## config.mk

```make
export PLATFORM = sky130hd
export DESIGN_NAME = ecr_report
export DESIGN_NICKNAME = d
export VERILOG_FILES = /design/src/common/ecr_pkg.sv /design/src/design/ecr_report.sv
export SDC_FILE = /design/constraint.sdc
export NUM_CORES = 1
export LEC_CHECK = 0
export ABC_AREA = 0
export BUFFER_PORTS_ARGS = -buffer_cell sky130_fd_sc_hd__buf_4
export CAP_MARGIN = 20
export CORE_ASPECT_RATIO = 0.6
export CORE_MARGIN = 10
export CORE_UTILIZATION = 50
export CTS_CLUSTER_DIAMETER = 30
export DETAILED_ROUTE_END_ITERATION = 10
export PLACE_DENSITY_LB_ADDON = 0.3
export SLEW_MARGIN = 20
export SYNTH_ARGS = -nofsm -noshare
export SYNTH_HDL_FRONTEND = slang
export SYNTH_SLANG_ARGS = --single-unit
```

## constraint.sdc

```tcl
create_clock -name CLK_SYS -period 2 [get_ports CLK_SYS]
set_input_delay 0.1 -clock CLK_SYS [delete_from_list [all_inputs] [get_ports CLK_SYS]]
set_output_delay 0.1 -clock CLK_SYS [all_outputs]
set_load 0.01 [all_outputs]
```

## src/common/ecr_pkg.sv

```systemverilog
// ecc result report: constants and carrier types
// assumes a 16-bit register read port on the device clock
package ecr_pkg;
    // ************************************************
    // register offsets
    // ************************************************
    localparam logic [15:0] ADDR_STATUS   = 16'hFF00;
    localparam logic [15:0] ADDR_MAIN_1ST = 16'hFF01;
    localparam logic [15:0] ADDR_SPR_1ST  = 16'hFF02;
    localparam logic [15:0] ADDR_MAIN_2ND = 16'hFF03;
    localparam logic [15:0] ADDR_SPR_2ND  = 16'hFF04;
    localparam logic [15:0] ADDR_MAIN_3RD = 16'hFF05;
    localparam logic [15:0] ADDR_SPR_3RD  = 16'hFF06;
    localparam logic [15:0] ADDR_MAIN_4TH = 16'hFF07;
    localparam logic [12:0] ADDR_BLOCK    = 13'h1FE0;
    // ************************************************
    // fields, codes, reset values
    // ************************************************
    localparam int          LANE_LSB      = 0;
    localparam int          WORD_LSB      = 4;
    localparam int          SEL_LSB       = 4;
    localparam int          NUM_MAIN      = 4;
    localparam int          NUM_SPARE_RES = 3;
    localparam logic [1:0]  ST_NONE       = 2'b00;
    localparam logic [1:0]  ST_FIXED      = 2'b01;
    localparam logic [1:0]  ST_UNCORR     = 2'b10;
    localparam logic [1:0]  SEL_WORD2     = 2'b00;
    localparam logic [1:0]  SEL_WORD3_LO  = 2'b01;
    localparam logic [15:0] RST_VALUE     = 16'h0000;
    localparam logic [2:0]  SLOT_LIMIT    = 3'h4;

    typedef enum logic [0:0] {
        LD_IDLE = 1'b0,
        LD_BUSY = 1'b1
    } ecr_load_e;

    // one sector check outcome from the checker
    typedef struct packed {
        logic       spare;
        logic       fail;
        logic       syn_zero;
        logic       par_err;
        logic [7:0] word;
        logic [3:0] lane;
        logic [1:0] sel;
    } ecr_result_s;
endpackage : ecr_pkg

```

## src/design/ecr_report.sv

```systemverilog
// ecc result report: status and position registers for page loads
// assumes checker results arrive as single-cycle strobes during a load
`timescale 1ns/1ps

// Overview of operation
// - A nonzero syndrome with parity error is a single error, reported and sent out for correction.
// - Three or more wrong bits are not classified reliably; no extra logic covers them.
// - Main and spare results are counted and stored separately for each sector.
// - A boot load starts a load just like a host load and refreshes the status fields.
// - Status fields use 00 none, 01 corrected, 10 uncorrectable, and never 11.
// - Sector n occupies nibble n with its main field above its spare field.
// - Main fields fill in the order results arrive after the last load start.
// - Four main result registers hold word index 0-255 and lane 0-15.
// - Three spare result registers hold a two-bit word selector and a four-bit lane.
// - Result positions are updated by boot loads as well as host loads.
// - All eight registers are read only and reset to zero.
// - Spare selector 00 is the second word, 01 the third word low byte; others are not produced.
// - A failed sector reads as code 10 in its field.
// - A load ended by reset leaves all status fields at 00.
module ecr_report (
    input  wire logic                CLK_SYS,
    input  wire logic                RESET,
    input  wire logic                LOAD_START,
    input  wire logic                BOOT_START,
    input  wire logic                LOAD_DONE,
    input  wire logic                LOAD_ABORT,
    input  wire logic                RESULT_VALID,
    input  wire ecr_pkg::ecr_result_s RESULT,
    input  wire logic                RD_EN,
    input  wire logic [15:0]         RD_ADDR,
    output logic      [15:0]         RD_DATA_Q,
    output logic                     RD_VALID_Q,
    output logic                     LOAD_ACTIVE_Q,
    output logic                     FIX_VALID_Q,
    output logic                     FIX_SPARE_Q,
    output logic      [7:0]          FIX_WORD_Q,
    output logic      [3:0]          FIX_LANE_Q
);
    // ************************************************
    // classification
    // ************************************************
    function automatic logic [1:0] classify(input ecr_pkg::ecr_result_s r);
        logic [1:0] c;
        c = ecr_pkg::ST_NONE;
        if (r.fail) begin
            c = ecr_pkg::ST_UNCORR;
        end else if (r.par_err) begin
            c = ecr_pkg::ST_FIXED;
        end else if (!r.syn_zero) begin
            c = ecr_pkg::ST_UNCORR;
        end
        return c;
    endfunction : classify

    function automatic logic has_rsv(input logic [15:0] s);
        return (s[1:0] == 2'b11) || (s[3:2] == 2'b11) || (s[5:4] == 2'b11) ||
               (s[7:6] == 2'b11) || (s[9:8] == 2'b11) || (s[11:10] == 2'b11) ||
               (s[13:12] == 2'b11) || (s[15:14] == 2'b11);
    endfunction : has_rsv

    ecr_pkg::ecr_load_e state_q;
    ecr_pkg::ecr_load_e state_d;
    logic [2:0]         main_cnt_q;
    logic [2:0]         spare_cnt_q;
    logic [15:0]        stat_q;
    logic [15:0]        main_res_q [ecr_pkg::NUM_MAIN];
    logic [15:0]        spare_res_q [ecr_pkg::NUM_SPARE_RES];

    wire        start_any = LOAD_START || BOOT_START;
    wire        res_fire  = RESULT_VALID && (state_q == ecr_pkg::LD_BUSY);
    wire [1:0]  res_cls   = classify(RESULT);
    wire        res_fix   = (res_cls == ecr_pkg::ST_FIXED);
    wire        main_ok   = (main_cnt_q < ecr_pkg::SLOT_LIMIT);
    wire        spare_ok  = (spare_cnt_q < ecr_pkg::SLOT_LIMIT);
    wire        main_fire = res_fire && !RESULT.spare && main_ok;
    wire        spr_fire  = res_fire && RESULT.spare && spare_ok;
    wire [1:0]  sel_clean = RESULT.sel[0] ? ecr_pkg::SEL_WORD3_LO : ecr_pkg::SEL_WORD2;
    wire [15:0] main_val  = res_fix ? {4'h0, RESULT.word, RESULT.lane} : ecr_pkg::RST_VALUE;
    wire [15:0] spr_val   = res_fix ? {10'h000, sel_clean, RESULT.lane} : ecr_pkg::RST_VALUE;

    assign state_d = start_any ? ecr_pkg::LD_BUSY :
                     (LOAD_DONE || LOAD_ABORT) ? ecr_pkg::LD_IDLE : state_q;

    // ************************************************
    // load sequencing
    // ************************************************
    always_ff @(posedge CLK_SYS) begin
        if (RESET) begin
            state_q <= ecr_pkg::LD_IDLE;
        end else begin
            state_q <= state_d;
        end
    end

    always_ff @(posedge CLK_SYS) begin
        if (RESET || start_any) begin
            main_cnt_q  <= 3'h0;
            spare_cnt_q <= 3'h0;
        end else begin
            if (main_fire) begin
                main_cnt_q <= main_cnt_q + 3'h1;
            end
            if (spr_fire) begin
                spare_cnt_q <= spare_cnt_q + 3'h1;
            end
        end
    end

    // ************************************************
    // status and result registers
    // ************************************************
    genvar gi;
    generate
        for (gi = 0; gi < ecr_pkg::NUM_MAIN; gi++) begin : g_sect
            wire m_hit = main_fire && (main_cnt_q == 3'(gi));
            wire s_hit = spr_fire && (spare_cnt_q == 3'(gi));
            always_ff @(posedge CLK_SYS) begin
                if (RESET || start_any || LOAD_ABORT) begin
                    stat_q[4*gi+3 -: 4] <= 4'h0;
                end else begin
                    if (m_hit) begin
                        stat_q[4*gi+3 -: 2] <= res_cls;
                    end
                    if (s_hit) begin
                        stat_q[4*gi+1 -: 2] <= res_cls;
                    end
                end
            end
            always_ff @(posedge CLK_SYS) begin
                if (RESET || start_any) begin
                    main_res_q[gi] <= ecr_pkg::RST_VALUE;
                end else if (m_hit) begin
                    main_res_q[gi] <= main_val;
                end
            end
            if (gi < ecr_pkg::NUM_SPARE_RES) begin : g_spr
                always_ff @(posedge CLK_SYS) begin
                    if (RESET || start_any) begin
                        spare_res_q[gi] <= ecr_pkg::RST_VALUE;
                    end else if (s_hit) begin
                        spare_res_q[gi] <= spr_val;
                    end
                end
            end
        end
    endgenerate

    // ************************************************
    // correction request toward the buffer memory
    // ************************************************
    wire fix_go = (main_fire || spr_fire) && res_fix;

    always_ff @(posedge CLK_SYS) begin
        if (RESET) begin
            FIX_VALID_Q <= 1'b0;
            FIX_SPARE_Q <= 1'b0;
            FIX_WORD_Q  <= 8'h00;
            FIX_LANE_Q  <= 4'h0;
        end else begin
            FIX_VALID_Q <= fix_go;
            FIX_SPARE_Q <= RESULT.spare;
            FIX_WORD_Q  <= RESULT.spare ? {7'h00, sel_clean[0]} : RESULT.word;
            FIX_LANE_Q  <= RESULT.lane;
        end
    end

    // ************************************************
    // register read port
    // ************************************************
    wire        rd_hit  = (RD_ADDR[15:3] == ecr_pkg::ADDR_BLOCK);
    wire [2:0]  rd_idx  = RD_ADDR[2:0];
    wire [1:0]  rd_pair = rd_idx[2:1];
    wire [1:0]  rd_spr  = rd_pair - 2'h1;
    wire [15:0] rd_mux  = !rd_hit ? ecr_pkg::RST_VALUE :
                          (RD_ADDR == ecr_pkg::ADDR_STATUS) ? stat_q :
                          rd_idx[0] ? main_res_q[rd_pair] :
                          spare_res_q[rd_spr];

    always_ff @(posedge CLK_SYS) begin
        if (RESET) begin
            RD_DATA_Q     <= ecr_pkg::RST_VALUE;
            RD_VALID_Q    <= 1'b0;
            LOAD_ACTIVE_Q <= 1'b0;
        end else begin
            RD_DATA_Q     <= RD_EN ? rd_mux : RD_DATA_Q;
            RD_VALID_Q    <= RD_EN;
            LOAD_ACTIVE_Q <= (state_d == ecr_pkg::LD_BUSY);
        end
    end
endmodule : ecr_report

```

==> results of run 1 <==
## sequential cells by signal, indices dropped and copies added, names as in the netlist
register       cells
main_res_q        48
FIX_LANE_Q         4
spare_cnt_q        3
spare_res_q       15
RD_VALID_Q         1
LOAD_ACTIVE_Q      1
stat_q            16
main_cnt_q         3
RD_DATA_Q         16
FIX_SPARE_Q        1
FIX_WORD_Q         8
FIX_VALID_Q        1
## routing by layer
metal  wire length (um)  share of wire
met1               5750           0.44
met2               6000           0.46
met3               1180          0.090
met4                197          0.015
met5                  0              0
## final timing paths
check / start / endpoint / slack [ns] / cells past startpoint
setup reg to reg: LOAD_ACTIVE_Q$_SDFFE_PP0P_ / main_res_q[1][6]$_SDFFCE_PN0P_ / 0.31 / 6
setup / recovery: BOOT_START / main_res_q[3][1]$_SDFFCE_PN0P_ / 0.16 / 7
hold reg to reg: RD_DATA_Q[7]$_SDFFE_PP0P_ / RD_DATA_Q[7]$_SDFFE_PP0P_ / 0.45 / 2
hold / removal: RESET / RD_DATA_Q[12]$_SDFFE_PP0P_ / 0.12 / 3
## worst max-delay path, cell delays in order
cell and delay, ns:
dlygate4sd3_1 0.54, buf_4 0.14, or3_1 0.51, nor4_4 0.36, nand2_1 0.11, buf_4 0.20
nor2_1 0.14
## report_power, final
part | internal, W | switching, W | total [W]
Sequential | 0.00258 | 0.0000193 | 0.00260
Clock | 0.00184 | 0.00104 | 0.00287
Combinational | 0.000170 | 0.000197 | 0.000367
## metrics by stage
stage	cell area [um2]	util	worst slack, ns	hold slack (ns)	power, W
after CTS	6390	0.680	0.160	0.102	0.00586
after global placement	5660	0.603	0.369	0.313	0.00297
final	6390	0.681	0.162	0.116	0.00584
after floorplan	4940	-	0.252	0.221	0.00281
after detailed placement	5660	0.603	0.270	0.316	0.00298
after global routing	6390	0.681	0.0570	0.128	0.00600
## placed cells by master, fill, tap and decap left out, types with 6 or more instances in the layout
master / instances
nand2b_1: 6
dfxtp_1: 54
nand3_1: 17
inv_1: 6
o21ai_1: 7
edfxtp_1: 63
nor2_1: 94
nor3_1: 11
dlygate4sd3_1: 17
a21oi_1: 23
buf_4: 89
nand2_1: 54
mux2i_1: 11
a22oi_1: 8
clkbuf_16: 17
mux4_2: 7
mux2_2: 9
nor2b_1: 8
and2_1: 8
ha_1: 10
## cell type report
cell class,count,area share
multi-input combinational,306,0.287
timing repair buffer,106,0.131
tap,130,0.0254
clock buffer,20,0.0699
clock inverter,12,0.0174
antenna,1,0.000391
sequential,117,0.465
inverter,6,0.00352
## logic make-up (layout without fill, tap and decap cells)
logic type,count (synthesis),in the layout,synth area share
XOR/XNOR,2,2,0.00355
adder cells (fa/ha/maj),10,10,0.0253
AO/OA/AOI/OAI,55,55,0.0715
multiplexers,27,27,0.0748
flip-flops,117,117,0.602
other,0,1,0
buffers and inverters,30,144,0.0261
AND/OR/NAND/NOR,212,212,0.197
## what timing repair did
item / CTS / global route
hold buffers: 17 / 0
gates resized for setup: 0 / 0
hold endpoints to repair: 15 / 0
buffers inserted: 0 / 0
==> results by group, run 1 <==
Hold path
  – Hold Path Class: in -> reg

Global routing
  – GR Layer Usage met2: 0.280
  – Pin count of the biggest net entering global routing: 23
  – Antenna violations before repair: 1
  – Busiest layer in global routing: met2
  – Total Routing Usage GR: 0.183
  – Met3 Use GR: 0.0664
  – First-pass GRT wire length: ~21000 um
  – GR Overflow Total: 0
  – Met1 Usage GRT: 0.235
  – Vias in the first global route: 3884

Critical path
  – Critical setup path kind: in -> reg
  – Critical Path RT: about 2.3 ns
  – Type of origin of the critical path: primary input
  – Crit. End Element: flip-flop
  – Worst Path Max Fanout: 12
  – CP arrival: roughly 2.1 ns

Timing
  – Final Setup Violations: 0
  – Setup TNS: 0 ns
  – Fin. Hold Viols: 0
  – Clock skew: 0.00385 ns
  – Final slew viol count: 0
  – Final Critical Period: between 1.5 and 2 ns
  – Fmax: between 0.5 and 0.6 GHz
  – Slew margin rel.: 0.454
  – Worst-Margin Slew: about 0.81 ns
  – Crit share post-route: 0.919
  – RSZ-0062 raised after global routing: no

Drt
  – # DRC: 0
  – Routed len/inst: ~19 um
  – DR pass1 iterations: 5
  – Via Count: between 3000 and 4000
  – Vias per cell: 5.47
  – WL final: 13100 um
  – ANT nets after route: 0
  – DRT iter0 DRCs: approximately 310

Clocking
  – CTS root buf: clkbuf_16
  – H-tree levels: 4
  – CTS Buf Count: 17
  – Clock-pin slew on the worst setup and hold paths: roughly 0.050 ns
  – Clk_lat worst skew: 0.41 ns
  – CTS tree: yes
  – Clock buffer depth: 2
  – Clock sink count: 117

Floorplanning
  – Core Region: 9390 um2
  – Die X: around 150 um
  – Ports: 74
  – Initial Util: 0.526
  – Row cnt: 27
  – Total die area: roughly 14000 um2
  – Die Span Y: between 90 and 100 um

Finish
  – Layout Cells excl Fill: approximately 700
  – Layout area overhead: 29.5%
  – Layout cells sized above 1: 0.247
  – Final #Nets: roughly 600
  – Footprint of the multi-input gates: ~1800 um2
  – Register area: just under 3000 um2
  – Fill count: 715

Placement
  – Port Buffers: 72
  – Cell count after placement: approximately 650
  – RD Place Congestion: ~0.85
  – DP HPWL: just over 9000 um

Logic synthesis
  – Yosys top cell by area: edfxtp_1
  – Syn Nets: just over 500
  – Post-synth EDFFs: between 60 and 70
  – Yosys synthesis warning count: 0
  – Seq cells post-synth: ~120
  – Unique cell type count in the Yosys netlist: 39
  – Syn Inst Count: 453
  – Top cell type's share of synthesized area: 0.383
  – Main synth FF type: edfxtp_1
  – Async set-reset flop share out of synthesis: 0
  – Post-synth top cells: nor2_1 (94), edfxtp_1 (63), dfxtp_1 (54), nand2_1 (54), a21oi_1 (23)
  – Ranking of synthesized cells by area: edfxtp_1 (38%), dfxtp_1 (22%), nor2_1 (7.1%), nand2_1 (4.1%), mux4_2 (3.2%)
  – Sequential fraction of the synthesis area: 0.602
  – Most common cell in the netlist: nor2_1
  – Mapped Area: 4940 um2
  – Syn_area_per_cell: approximately 11 um2

Power and ir drop
  – Leakage Power: about 2.5 nW
  – Peak supply drop: ~0.00069 V
  – Pwr Density: between 900 and 1000 nW/um2

Job
  – Maxcap violations: 0

Run status
  – Status: finished, final reports clean
No activity file was read; power rests on OpenSTA's default activity.
==> run 2: changes to the inputs <==
- clock period: 2 -> 2.19 ns (I/O delays scaled with it)
==> results by group, run 2 (synthesis results as in run 1) <==
Timing
  – Final slew viol count: 0 (unchanged)
  – Clock skew: 0.00469 ns (+0.000847 ns)
  – Fin. Hold Viols: 0 (unchanged)
  – Setup TNS: 0 ns (unchanged)
  – Fmax: between 0.4 and 0.5 GHz
  – RSZ-0062 raised after global routing: no
  – Final Setup Violations: 0 (unchanged)
  – Worst-Margin Slew: 0.849 ns (+0.0356 ns)
  – Final Critical Period: 2.07 ns
  – Slew margin rel.: 0.433 (-0.0207)
  – Crit share post-route: 0.947

Finish
  – Reg with most FFs: main_res_q
  – Layout area overhead: 27.5%
  – Max FFs per register: 48 (unchanged)
  – Register area: 2970 um2 (unchanged)
  – Fill count: 734 (+2.7%)
  – Layout cells sized above 1: 0.233 (-0.0144)
  – Largest registers: main_res_q x48, RD_DATA_Q x16, stat_q x16
  – Footprint of the multi-input gates: 1840 um2 (unchanged)
  – Most frequent cells in the layout: nor2_1 (94), buf_4 (82), edfxtp_1 (63)
  – Final #Nets: 598 (-1.3%)
  – N_diodes: 0 (-1)
  – Most common cell after layout, fill and taps aside: nor2_1

Power and ir drop
  – Total power: 0.00518 W (-11%)
  – Clock share of power: 0.477 (-0.015)
  – Pwr Density: 822 nW/um2 (-10%)
  – P_int: 0.00407 W (-11%)
  – Leakage Power: 2.43 nW (-1.8%)
  – Sw Ratio: 0.214 (-0.000777)
  – Net Switching: 0.00111 W (-12%)
  – Sequential power share: 0.459 (+0.013)
  – Peak supply drop: 0.000600 V (-13%)
  – Logic pwr share: 0.063 (about the same)

Run status
  – Status: finished, final reports clean

Hold path
  – Hold Path Class: in -> reg
  – Worst hold stages: 2 (-1)

Clocking
  – Clock-pin slew on the worst setup and hold paths: 0.05 ns (about the same)
  – Cts repair resizes: 0 (unchanged)
  – Post-CTS Setup Inserts: 0 (unchanged)
  – Clock sink count: 117 (unchanged)
  – Clock buffer depth: 2 (unchanged)
  – Hold Buf Count CTS: 16 (-1)
  – CTS tree: yes
  – CTS Buf Count: 17 (unchanged)
  – Clk_lat worst skew: 0.41 ns (about the same)
  – H-tree levels: 4 (unchanged)
  – CTS root buf: clkbuf_16

Global routing
  – Vias in the first global route: 3843 (-1.1%)
  – Antenna violations before repair: 0 (-1)
  – GR Overflow Total: 0 (unchanged)
  – Total Routing Usage GR: 0.179 (-0.00413)
  – Pin count of the biggest net entering global routing: 24 (+4.3%)
  – First-pass GRT wire length: 20300 um (-1.6%)

Drt
  – DRT iter0 DRCs: 378 (+22%)
  – WL final: 12900 um (-2.0%)
  – DR pass1 iterations: 6 (+1)
  – Vias per cell: 5.55 (+1.5%)
  – Routed len/inst: 18.7 um (-0.73%)
  – # DRC: 0 (unchanged)
  – ANT nets after route: 0 (unchanged)
  – Via Count: 3825 (+0.21%)

Critical path
  – Critical setup path kind: in -> reg
  – Critical Path RT: 2.44 ns (+0.18 ns)
  – R2R depth: 5 (-1)
  – Worst Path Max Fanout: 12 (unchanged)
  – CP arrival: 2.33 ns (+0.23 ns)
  – Crit. End Element: flip-flop
  – Type of origin of the critical path: primary input

Job
  – Maxcap violations: 0 (unchanged)

Floorplanning
  – Die Span Y: 97.0 um (unchanged)
  – Row cnt: 27 (unchanged)
  – Ports: 74 (unchanged)
  – Die X: 148 um (unchanged)
  – Initial Util: 0.526 (unchanged)
  – Total die area: 14400 um2 (unchanged)
  – Core Region: 9390 um2 (unchanged)

Placement
  – Port Buffers: 72 (unchanged)
  – RD Place Congestion: 0.846 (-0.41%)
  – DP HPWL: 8830 um (-4.6%)
[run 2: stage by stage]
step                      hold slack (ns)  utilization  cells  setup WS (ns)  instance area [um2]
after detailed placement            0.325        0.597    641          0.286                 5610
after floorplan                     0.230            -    453          0.442                 4940
after global routing               0.0385        0.671    689         0.0298                 6300
after global placement              0.321        0.597    641          0.370                 5610
final                              0.0184        0.671    689          0.117                 6300
after CTS                          0.0154        0.671    689          0.152                 6300
[run 2: path summary, 6_finish.rpt]
check / to / startpoint / slack, ns
setup reg to reg: RD_DATA_Q[3]$_SDFFE_PP0P_ / main_res_q[1][3]$_SDFFCE_PN0P_ / 0.44
hold reg to reg: RD_DATA_Q[7]$_SDFFE_PP0P_ / RD_DATA_Q[7]$_SDFFE_PP0P_ / 0.45
setup / recovery: main_res_q[2][9]$_SDFFCE_PN0P_ / BOOT_START / 0.12
hold / removal: FIX_SPARE_Q$_SDFF_PP0_ / RESULT[17] / 0.02
[run 2: power by group through the flow]
stage	clock [W]	combinational, W	sequential (W)
floorplan	0	0.000149	0.00242
global placement	0	0.000294	0.00242
detailed placement	0	0.000300	0.00242
CTS	0.00250	0.000326	0.00238
global route	0.00260	0.000351	0.00238
finish	0.00247	0.000329	0.00238
[run 2: metal layers]
| layer | up-vias | global-route usage | wire (um) |
|---|---|---|---|
| met5 | - | 0 | 0 |
| met4 | 0 | 0.0791 | 253 |
| met3 | 23 | 0.0640 | 1220 |
| met2 | 166 | 0.261 | 5770 |
| met1 | 1856 | 0.234 | 5620 |
| li1 | 1780 | - | - |
[run 2: cell type report]
| cell class | instances | share of cell area |
|---|---|---|
| clock buffer | 28 | 0.0807 |
| clock inverter | 4 | 0.00318 |
| inverter | 6 | 0.00358 |
| multi-input combinational | 306 | 0.291 |
| sequential | 117 | 0.472 |
| tap | 130 | 0.0258 |
| timing repair buffer | 98 | 0.123 |
[run 2: critical path, cell delays in order]
cell and delay [ns]:
dlygate4sd3_1 0.55, buf_4 0.15, or3_1 0.51, nor4_4 0.36, nand2_1 0.41, nor2_1 0.24
